**src/tbpg_defs.svh**
```systemverilog
`ifndef TBPG_DEFS_SVH
`define TBPG_DEFS_SVH

// Register indices; byte address is four times the index
`define TBPG_IDX_FLAGS1   8'h0C
`define TBPG_IDX_FLAGS2   8'h0D
`define TBPG_IDX_TCOUNT   8'h11
`define TBPG_IDX_TCTRL    8'h12
`define TBPG_IDX_DUTY1    8'h15
`define TBPG_IDX_SLAVE1   8'h16
`define TBPG_IDX_CTRL1    8'h17
`define TBPG_IDX_DUTY2    8'h1B
`define TBPG_IDX_SLAVE2   8'h1C
`define TBPG_IDX_CTRL2    8'h1D
`define TBPG_IDX_PORTDIR  8'h87
`define TBPG_IDX_ENABLES1 8'h8C
`define TBPG_IDX_ENABLES2 8'h8D
`define TBPG_IDX_PLIMIT   8'h92

// Reset values
`define TBPG_RST_BYTE     8'h00
`define TBPG_RST_PLIMIT   8'hFF
`define TBPG_RST_PORTDIR  8'hFF

// Field positions
`define TBPG_TCTRL_PS_LSB   0
`define TBPG_TCTRL_ON_BIT   2
`define TBPG_TCTRL_POST_LSB 3
`define TBPG_CTRL_MODE_LSB  0
`define TBPG_CTRL_DLSB_LSB  4
`define TBPG_FLAGS1_MATCH   1
`define TBPG_DIR_BIT_CH1    2
`define TBPG_DIR_BIT_CH2    1

// Timing
`define TBPG_CLK_PERIOD_NS  4
`define TBPG_OSC_PERIOD_NS  4
`define TBPG_OSC_PER_TICK   4
`define TBPG_CLK_PER_OSC    ((`TBPG_OSC_PERIOD_NS + `TBPG_CLK_PERIOD_NS - 1) / `TBPG_CLK_PERIOD_NS)

`endif

```
**src/tbpg_pkg.sv**
```systemverilog
package tbpg_pkg;

    typedef enum logic [1:0] {
        TBPG_MODE_OFF,
        TBPG_MODE_OTHER,
        TBPG_MODE_PWM
    } tbpg_mode_type;

    typedef enum logic [1:0] {
        TBPG_PS_1,
        TBPG_PS_4,
        TBPG_PS_16
    } tbpg_prescale_type;

    function automatic tbpg_mode_type tbpg_decode_mode(input logic [3:0] sel);
        if (sel == 4'h0) begin
            return TBPG_MODE_OFF;
        end else if (sel[3:2] == 2'b11) begin
            return TBPG_MODE_PWM;
        end else begin
            return TBPG_MODE_OTHER;
        end
    endfunction : tbpg_decode_mode

    function automatic tbpg_prescale_type tbpg_decode_ps(input logic [1:0] sel);
        case (sel)
            2'b00:   return TBPG_PS_1;
            2'b01:   return TBPG_PS_4;
            default: return TBPG_PS_16;
        endcase
    endfunction : tbpg_decode_ps

endpackage : tbpg_pkg

```
**src/tbpg_pwm.sv**
```systemverilog
// The APB slave port was decided locally.
`timescale 1ns/1ns
`include "tbpg_defs.svh"
// Contract
// - Period is (period_limit+1) x 4 oscillator periods x prescale factor.
// - Timer equal to period_limit clears on the next increment, new period.
// - Pin goes high at each period start unless duty is zero.
// - At each period boundary the duty byte and LSBs copy to the slave.
// - Duty is 10 bits: duty byte high, control bits 5:4 low.
// - Duty writes accepted anytime, applied only at the next boundary.
// - In PWM mode the duty slave register ignores software writes.
// - Active duty is held in slave plus 2-bit latch, double buffered.
// - Pin falls when active duty equals timer with two fine bits appended.
// - Duty beyond the period never clears the pin; output stays high.
// - Postscaler only paces the period match flag, never the period.
// - Resolution is log2 of four times (period_limit+1), ten bits max.
// - Mode field 11xx selects PWM; 0000 switches the channel off and resets.
// - Clearing the channel control forces the output latch low.
// - All channels in PWM mode share one period timer.

module tbpg_pwm
    import tbpg_pkg::*;
#(
    parameter int CH_COUNT = 2
) (
    input  wire logic                i_core_clk, // Core clock, one oscillator period
    input  wire logic                i_resetn,   // Synchronous reset, active low
    input  wire logic                i_psel,     // APB select
    input  wire logic                i_penable,  // APB enable
    input  wire logic                i_pwrite,   // APB direction, high for write
    input  wire logic [11:0]         i_paddr,    // APB byte address
    input  wire logic [31:0]         i_pwdata,   // APB write data
    output logic                     o_pready,   // APB ready
    output logic [31:0]              o_prdata,   // APB read data
    output logic                     o_pslverr,  // APB error, unmapped address
    output logic [CH_COUNT-1:0]      o_pwm_out,  // PWM output pins
    output logic [CH_COUNT-1:0]      o_pwm_oe    // Pin output enables
);

    if (CH_COUNT < 1 || CH_COUNT > 2) begin : g_bad_ch
        $error("CH_COUNT must be 1 or 2");
    end
    if (`TBPG_CLK_PER_OSC != 1) begin : g_bad_clk
        $error("Core clock must equal the oscillator period");
    end

    localparam logic [7:0] DUTY_IDX [2]  = '{`TBPG_IDX_DUTY1, `TBPG_IDX_DUTY2};
    localparam logic [7:0] SLAVE_IDX [2] = '{`TBPG_IDX_SLAVE1, `TBPG_IDX_SLAVE2};
    localparam logic [7:0] CTRL_IDX [2]  = '{`TBPG_IDX_CTRL1, `TBPG_IDX_CTRL2};
    localparam int         DIR_BIT [2]   = '{`TBPG_DIR_BIT_CH1, `TBPG_DIR_BIT_CH2};
    localparam logic [1:0] QMAX          = 2'(`TBPG_OSC_PER_TICK - 1);

    logic [7:0]  reg_idx;
    logic [7:0]  wbyte;
    logic        setup;
    logic        wr_en;
    logic [7:0]  rd_val;
    logic        rd_hit;

    logic [7:0]  flags1_r;
    logic        flags2_r;
    logic [7:0]  enables1_r;
    logic        enables2_r;
    logic [7:0]  portdir_r;
    logic [7:0]  plimit_r;
    logic [7:0]  tcount_r;
    logic [6:0]  tctrl_r;
    logic [1:0]  q_r;
    logic [3:0]  pre_r;
    logic [3:0]  post_r;

    logic [7:0]  duty_byte_r [CH_COUNT];
    logic [7:0]  slave_r [CH_COUNT];
    logic [5:0]  ctrl_r [CH_COUNT];
    logic [1:0]  lsb_r [CH_COUNT];

    tbpg_prescale_type ps;
    logic [3:0]  pre_max;
    logic        timer_on;
    logic        tick;
    logic        period_end;
    logic        post_hit;
    logic [1:0]  fine_lo;
    logic        adv;
    logic [9:0]  cmp_val;
    logic [9:0]  cmp_nxt;

    assign reg_idx = i_paddr[9:2];
    assign wbyte   = i_pwdata[7:0];
    assign setup   = i_psel & ~i_penable;
    // Writes land only at the completing edge of the access phase
    assign wr_en   = i_psel & i_penable & o_pready & i_pwrite;

    // APB read mux
    always_comb begin
        rd_val = 8'h00;
        rd_hit = 1'b1;
        case (reg_idx)
            `TBPG_IDX_FLAGS1:   rd_val = flags1_r;
            `TBPG_IDX_FLAGS2:   rd_val = {7'h00, flags2_r};
            `TBPG_IDX_TCOUNT:   rd_val = tcount_r;
            `TBPG_IDX_TCTRL:    rd_val = {1'b0, tctrl_r};
            `TBPG_IDX_PORTDIR:  rd_val = portdir_r;
            `TBPG_IDX_ENABLES1: rd_val = enables1_r;
            `TBPG_IDX_ENABLES2: rd_val = {7'h00, enables2_r};
            `TBPG_IDX_PLIMIT:   rd_val = plimit_r;
            default:            rd_hit = 1'b0;
        endcase
        for (int c = 0; c < CH_COUNT; c++) begin
            if (reg_idx == DUTY_IDX[c]) begin
                rd_val = duty_byte_r[c];
                rd_hit = 1'b1;
            end
            if (reg_idx == SLAVE_IDX[c]) begin
                rd_val = slave_r[c];
                rd_hit = 1'b1;
            end
            if (reg_idx == CTRL_IDX[c]) begin
                rd_val = {2'b00, ctrl_r[c]};
                rd_hit = 1'b1;
            end
        end
    end

    // No wait states: data is sampled in setup, so ready is always one cycle later
    always_ff @(posedge i_core_clk) begin
        if (!i_resetn) begin
            o_pready  <= 1'b0;
            o_prdata  <= 32'h0000_0000;
            o_pslverr <= 1'b0;
        end else if (setup) begin
            o_pready  <= 1'b1;
            o_prdata  <= {24'h00_0000, rd_val};
            o_pslverr <= ~rd_hit;
        end else begin
            o_pready  <= 1'b0;
            o_pslverr <= 1'b0;
        end
    end

    // Plain configuration registers
    always_ff @(posedge i_core_clk) begin
        if (!i_resetn) begin
            enables1_r <= `TBPG_RST_BYTE;
            enables2_r <= 1'b0;
            portdir_r  <= `TBPG_RST_PORTDIR;
            plimit_r   <= `TBPG_RST_PLIMIT;
            tctrl_r    <= 7'(`TBPG_RST_BYTE);
            flags2_r   <= 1'b0;
        end else if (wr_en) begin
            case (reg_idx)
                `TBPG_IDX_ENABLES1: enables1_r <= wbyte;
                `TBPG_IDX_ENABLES2: enables2_r <= wbyte[0];
                `TBPG_IDX_PORTDIR:  portdir_r  <= wbyte;
                `TBPG_IDX_PLIMIT:   plimit_r   <= wbyte;
                `TBPG_IDX_TCTRL:    tctrl_r    <= wbyte[6:0];
                `TBPG_IDX_FLAGS2:   flags2_r   <= wbyte[0];
                default: ;
            endcase
        end
    end

    // Shared time base
    assign ps       = tbpg_decode_ps(tctrl_r[`TBPG_TCTRL_PS_LSB +: 2]);
    assign timer_on = tctrl_r[`TBPG_TCTRL_ON_BIT];

    always_comb begin
        case (ps)
            TBPG_PS_1: begin
                pre_max = 4'h0;
                fine_lo = q_r;
                adv     = 1'b1;
            end
            TBPG_PS_4: begin
                pre_max = 4'h3;
                fine_lo = pre_r[1:0];
                adv     = timer_on & (q_r == QMAX);
            end
            default: begin
                pre_max = 4'hF;
                fine_lo = pre_r[3:2];
                adv     = timer_on & (q_r == QMAX) & (pre_r[1:0] == 2'b11);
            end
        endcase
    end

    assign tick       = timer_on & (q_r == QMAX) & (pre_r == pre_max);
    assign period_end = tick & (tcount_r == plimit_r);
    assign cmp_val    = {tcount_r, fine_lo};
    // Registered pin falls at the edge that starts the matching count
    assign cmp_nxt    = cmp_val + {9'h000, adv};

    always_ff @(posedge i_core_clk) begin
        if (!i_resetn) begin
            q_r <= 2'b00;
        end else begin
            q_r <= q_r + 2'b01;
        end
    end

    // Prescaler restarts on any timer write; q_r keeps running, so the first tick can be up to 3 cycles short
    always_ff @(posedge i_core_clk) begin
        if (!i_resetn) begin
            pre_r <= 4'h0;
        end else if (wr_en && (reg_idx == `TBPG_IDX_TCOUNT || reg_idx == `TBPG_IDX_TCTRL)) begin
            pre_r <= 4'h0;
        end else if (!timer_on) begin
            pre_r <= 4'h0;
        end else if (q_r == QMAX) begin
            pre_r <= (pre_r == pre_max) ? 4'h0 : pre_r + 4'h1;
        end
    end

    // Software write beats the increment in the same cycle
    always_ff @(posedge i_core_clk) begin
        if (!i_resetn) begin
            tcount_r <= `TBPG_RST_BYTE;
        end else if (wr_en && reg_idx == `TBPG_IDX_TCOUNT) begin
            tcount_r <= wbyte;
        end else if (period_end) begin
            tcount_r <= 8'h00;
        end else if (tick) begin
            tcount_r <= tcount_r + 8'h01;
        end
    end

    // Postscaler counts periods for the flag only
    assign post_hit = period_end & (post_r == tctrl_r[`TBPG_TCTRL_POST_LSB +: 4]);

    always_ff @(posedge i_core_clk) begin
        if (!i_resetn) begin
            post_r <= 4'h0;
        end else if (wr_en && reg_idx == `TBPG_IDX_TCTRL) begin
            post_r <= 4'h0;
        end else if (period_end) begin
            post_r <= post_hit ? 4'h0 : post_r + 4'h1;
        end
    end

    // Hardware set wins over a software clear in the same cycle
    always_ff @(posedge i_core_clk) begin
        if (!i_resetn) begin
            flags1_r <= `TBPG_RST_BYTE;
        end else begin
            flags1_r <= ((wr_en && reg_idx == `TBPG_IDX_FLAGS1) ? wbyte : flags1_r)
                      | (8'(post_hit) << `TBPG_FLAGS1_MATCH);
        end
    end

    // Channels
    for (genvar c = 0; c < CH_COUNT; c++) begin : g_ch
        tbpg_mode_type mode;
        logic [9:0]    duty_new;
        logic [9:0]    duty_act;

        assign mode     = tbpg_decode_mode(ctrl_r[c][`TBPG_CTRL_MODE_LSB +: 4]);
        assign duty_new = {duty_byte_r[c], ctrl_r[c][`TBPG_CTRL_DLSB_LSB +: 2]};
        assign duty_act = {slave_r[c], lsb_r[c]};

        always_ff @(posedge i_core_clk) begin
            if (!i_resetn) begin
                duty_byte_r[c] <= `TBPG_RST_BYTE;
                ctrl_r[c]      <= 6'(`TBPG_RST_BYTE);
            end else if (wr_en && reg_idx == DUTY_IDX[c]) begin
                duty_byte_r[c] <= wbyte;
            end else if (wr_en && reg_idx == CTRL_IDX[c]) begin
                ctrl_r[c]      <= wbyte[5:0];
            end
        end

        // In PWM mode active duty changes only at a boundary, so the pin never glitches
        always_ff @(posedge i_core_clk) begin
            if (!i_resetn) begin
                slave_r[c] <= `TBPG_RST_BYTE;
                lsb_r[c]   <= 2'b00;
            end else begin
                case (mode)
                    TBPG_MODE_OFF: begin
                        slave_r[c] <= 8'h00;
                        lsb_r[c]   <= 2'b00;
                    end
                    TBPG_MODE_PWM: begin
                        if (period_end) begin
                            slave_r[c] <= duty_byte_r[c];
                            lsb_r[c]   <= ctrl_r[c][`TBPG_CTRL_DLSB_LSB +: 2];
                        end
                    end
                    default: begin
                        if (wr_en && reg_idx == SLAVE_IDX[c]) begin
                            slave_r[c] <= wbyte;
                        end
                    end
                endcase
            end
        end

        always_ff @(posedge i_core_clk) begin
            if (!i_resetn) begin
                o_pwm_out[c] <= 1'b0;
            end else if (mode != TBPG_MODE_PWM) begin
                o_pwm_out[c] <= 1'b0;
            end else if (period_end) begin
                o_pwm_out[c] <= (duty_new != 10'h000);
            end else if (duty_act == cmp_nxt) begin
                // No match exists when duty exceeds the period
                o_pwm_out[c] <= 1'b0;
            end
        end

        always_ff @(posedge i_core_clk) begin
            if (!i_resetn) begin
                o_pwm_oe[c] <= 1'b0;
            end else begin
                o_pwm_oe[c] <= ~portdir_r[DIR_BIT[c]];
            end
        end
    end

endmodule : tbpg_pwm

```
**config.mk**
```make
export PLATFORM = sky130hd
export DESIGN_NAME = tbpg_pwm
export DESIGN_NICKNAME = d
export VERILOG_FILES = /design/src/tbpg_pkg.sv /design/src/tbpg_pwm.sv
export VERILOG_INCLUDE_DIRS = /design/src
export SDC_FILE = /design/constraint.sdc
export NUM_CORES = 1
export LEC_CHECK = 0
export BUFFER_PORTS_ARGS = -buffer_cell sky130_fd_sc_hd__buf_4
export CAP_MARGIN = 0
export CORE_MARGIN = 4
export CORE_UTILIZATION = 53
export CTS_BUF_LIST = sky130_fd_sc_hd__clkbuf_8 sky130_fd_sc_hd__clkbuf_16
export DETAILED_ROUTE_END_ITERATION = 12
export PLACE_DENSITY_LB_ADDON = 0.15
export SLEW_MARGIN = 20
export SYNTH_ARGS = -nofsm -noshare
export SYNTH_HDL_FRONTEND = slang
export SYNTH_SLANG_ARGS = --single-unit
```
**constraint.sdc**
```tcl
create_clock -name i_core_clk -period 2.3 [get_ports i_core_clk]
set_input_delay 0.115 -clock i_core_clk [delete_from_list [all_inputs] [get_ports i_core_clk]]
set_output_delay 0.115 -clock i_core_clk [all_outputs]
set_load 0.005 [all_outputs]
```
==> out/results.tsv <==
stage	metric	value	unit
hold_path	hold_class	input port to register	
synthesis	ys_warn_count	0	
place	post-dp-hpwl	14800	um
global_routing	grt.overflow.total	0	
global_routing	grt_pass1_wl	31900	um
cts	cts.sinks	121	
synthesis	synth-edff-count	48	
synthesis	syn_area_per_cell	9.15	um^2
critical_path	crit_path_end_kind	register	
sta	fin_crit	2.42	ns
run_status	violations	negative setup slack	
sta	max_freq	413	MHz
pwr	p_int	4080	uW
floorplan	die_w	121	um
job	maxCapViolations	0	
floorplan	core_area	12600	um^2
critical_path	start_kind	register	
pwr	p_leak	0.00336	uW
finish	area_growth	20.2	%
cts	clk_root_buffer_cell	clkbuf_16	
global_routing	grt_pass1_vias	5711	
critical_path	required	2.60	ns
detailed_routing	first_iter_violations	672	
finish	layout.nets	867	
finish	drive_above_1_share	20.2	%
finish	n_fill_cell	1052	
cts	clk_pin_slew	0.06	ns
pwr	p_switching	1280	uW
detailed_routing	vias_per_cell	6.17	
sta	post-route-period-util	105	%
global_routing	grt_max_degree	41	
detailed_routing	first_pass_iters	5	
synthesis	synth_seq_area_share	42.5	%
floorplan	row_count	41	
place	place_congestion	0.920	
synthesis	synth-async-reset-ratio	0	%
synthesis	synthFlopType	dfxtp_1	
synthesis	synth_cell_types	62	
synthesis	syn_inst	746	
run_status	outcome	finished, violations left	
pwr	power_frac_clock	50.5	%
critical_path	crit_type	register to register	
detailed_routing	wl	20800	um
pwr	pwr-share-comb	6.8	%
critical_path	cp_max_fo	3	
detailed_routing	num_vias	6155	
cts	clockBufferDepth	2	
synthesis	synthesis.area	6830	um^2
detailed_routing	wire_per_inst	20.8	um
sta	setup_viol	11	
detailed_routing	drc_errors	0	
sta	final_max_slew_viol_count	0	
floorplan	die-area	14800	um^2
pwr	netSwitchingFraction	23.9	%
sta	fin_skew	0.00763	ns
floorplan	start_util	54.1	%
sta	hold_viol	0	
cts	h-tree-depth	4	
cts	clk_latency	0.42	ns
sta	setup_ws	-0.120	ns
pwr	seqPwrFrac	42.7	%
sta	whs	0.0605	ns
cts	numCtsBuffers	17	
global_routing	antenna_found_initial	2	
global_routing	grt_use_total	28.6	%
finish	seq_area	2910	um^2
sta	worst_pin_slew	0.884	ns
finish	multi_input_area	3680	um^2
sta	slew-limit-headroom	40.9	%
pwr	ir_drop	713	uV
floorplan	boundaryPins	87	
critical_path	arrival	2.72	ns
floorplan	die-height	121	um
place	port_buffers	34	
sta	tns	-0.540	ns
detailed_routing	antenna_left	0	
cts	cts_tree	done	
sta	rsz0062_at_grt	yes	
pwr	p_per_area	653	nW/um^2
synthesis	ys_ff_latch	121	
==> cells in the mapped netlist, drive strengths merged (5+ instances only) <==
master   count  area (um^2)
a211oi      10         75.1
a21oi       32          160
a221oi       5         43.8
a22o        16          140
a22oi       13         97.6
a31oi        9         56.3
and2        33          210
and3        18          114
buf         40          299
clkbuf      38          143
dfxtp       73         1460
edfxtp      48         1440
ha           6         75.1
mux2i       45          450
nand2       58          218
nand2b      10         62.6
nand3       31          155
nand4       12         75.1
nor2        66          248
nor2b        8         50.1
nor3        10         50.1
nor4         8         50.1
o21ai       39          195
o22a         5         43.8
o22ai       14         87.6
o2bb2ai      5         43.8
or3          5         31.3
xnor2       20          175
xor2        21          184
==> kinds of logic after synthesis <==
| logic type | Yosys count | share of synthesized area, % |
|---|---|---|
| flops | 121 | 42.5 |
| mux | 48 | 7.09 |
| xor+xnor | 41 | 5.26 |
| buf+inv | 82 | 6.69 |
| fa+ha+maj | 6 | 1.10 |
| other cells | 1 | 0.0549 |
| compound gates | 170 | 16.6 |
| simple gates | 277 | 20.7 |
==> power groups by stage <==
stage	registers (uW)	logic, uW	clock network (uW)
after floorplan	2320	241	0
after global placement	2330	341	0
after detailed placement	2330	346	0
after CTS	2290	351	2730
after global routing	2290	389	2840
final	2290	363	2710
==> cell usage in the layout (no fill, tap or decap), types with 7 or more instances in the layout <==
cell type / n
a22o_1: 16
a21oi_1: 32
clkbuf_16: 18
conb_1: 24
o21ai_0: 39
dfxtp_1: 68
and3_1: 17
nand3_1: 30
nand2_1: 57
nor2b_1: 8
nor3_1: 10
a211oi_1: 9
buf_4: 99
o22ai_1: 14
nor4_1: 7
and2_1: 30
nor2_1: 63
a31oi_1: 8
edfxtp_1: 48
xor2_1: 20
mux2i_1: 45
xnor2_1: 20
a22oi_1: 12
nand2b_1: 9
nand4_1: 12
==> final timing paths <==
path,start,endpoint,slack [ns],cells after the start
worst min-delay path,i_pwdata[7],flags1_r[7]$_SDFFE_PN0P_,0.06,3
worst max-delay path,q_r[0]$_SDFF_PN0_,o_pwm_out[0]$_SDFFE_PP0P_,-0.12,13
worst max register to register,q_r[0]$_SDFF_PN0_,o_pwm_out[0]$_SDFFE_PP0P_,-0.12,13
worst min register to register,portdir_r[2]$_SDFFE_PN1P_,o_pwm_oe[0]$_SDFF_PN0_,0.45,1
==> area by class of cell <==
class	count	share of cell area, %
clock buffer	19	5.66
sequential	121	35.5
multi-input combinational	566	44.9
timing repair buffer	102	9.45
tap	172	2.62
clock inverter	13	1.69
antenna	1	0.0305
inverter	4	0.183
==> sequential cells by signal (all words and copies together) (netlist names) <==
| signal | count |
|---|---|
| duty_byte_r | 16 |
| slave_r | 16 |
| ctrl_r | 12 |
| enables1_r | 8 |
| flags1_r | 8 |
| o_prdata | 8 |
| plimit_r | 8 |
| portdir_r | 8 |
| tcount_r | 8 |
| tctrl_r | 7 |
| lsb_r | 4 |
| post_r | 4 |
| pre_r | 4 |
| o_pwm_oe | 2 |
| o_pwm_out | 2 |
| q_r | 2 |
| enables2_r | 1 |
| flags2_r | 1 |
| o_pready | 1 |
| o_pslverr | 1 |
==> metrics by stage <==
stage | area [um^2] | std cells | setup WS [ns] | util (%) | total power (uW)
6_report | 8210 | 998 | -0.120 | 65.0 | 5360
5_1_grt | 8200 | 997 | -0.219 | 65.0 | 5510
4_1_cts | 8080 | 990 | -0.128 | 64.0 | 5370
3_5_place_dp | 7430 | 954 | -0.259 | 58.9 | 2680
3_3_place_gp | 7430 | 954 | -0.103 | 58.9 | 2670
2_1_floorplan | 6970 | 769 | -0.107 | - | 2560
==> metal layers <==
layer	vias up	GRT usage, %	wire length [um]
met5	-	0	13
met4	2	10.2	467
met3	52	7.41	1790
met2	311	43.3	9550
met1	2975	39.5	8950
li1	2815	-	-
==> repair_timing <==
action / in CTS / in global routing
setup buffers: 3 / 7
gates resized for setup: 6 / 14
endpoints found under the setup margin: 13 / 21
endpoints found under the hold margin: 1 / 0
hold buffers: 1 / 0
pin swaps: 14 / 13
==> critical path, cell delays in order, from the launching register on <==
cell and delay, ns:
dfxtp_2 0.35, ha_4 0.14, and2_4 0.14, nand2_2 0.05, a22oi_2 0.12, ha_2 0.24, ha_4 0.14, nand4_1 0.14
buf_4 0.17, or3_1 0.34, nand3_1 0.08, o211ai_1 0.11, nor4_2 0.18, a22oi_1 0.09
(Power assumes the default switching activity.)
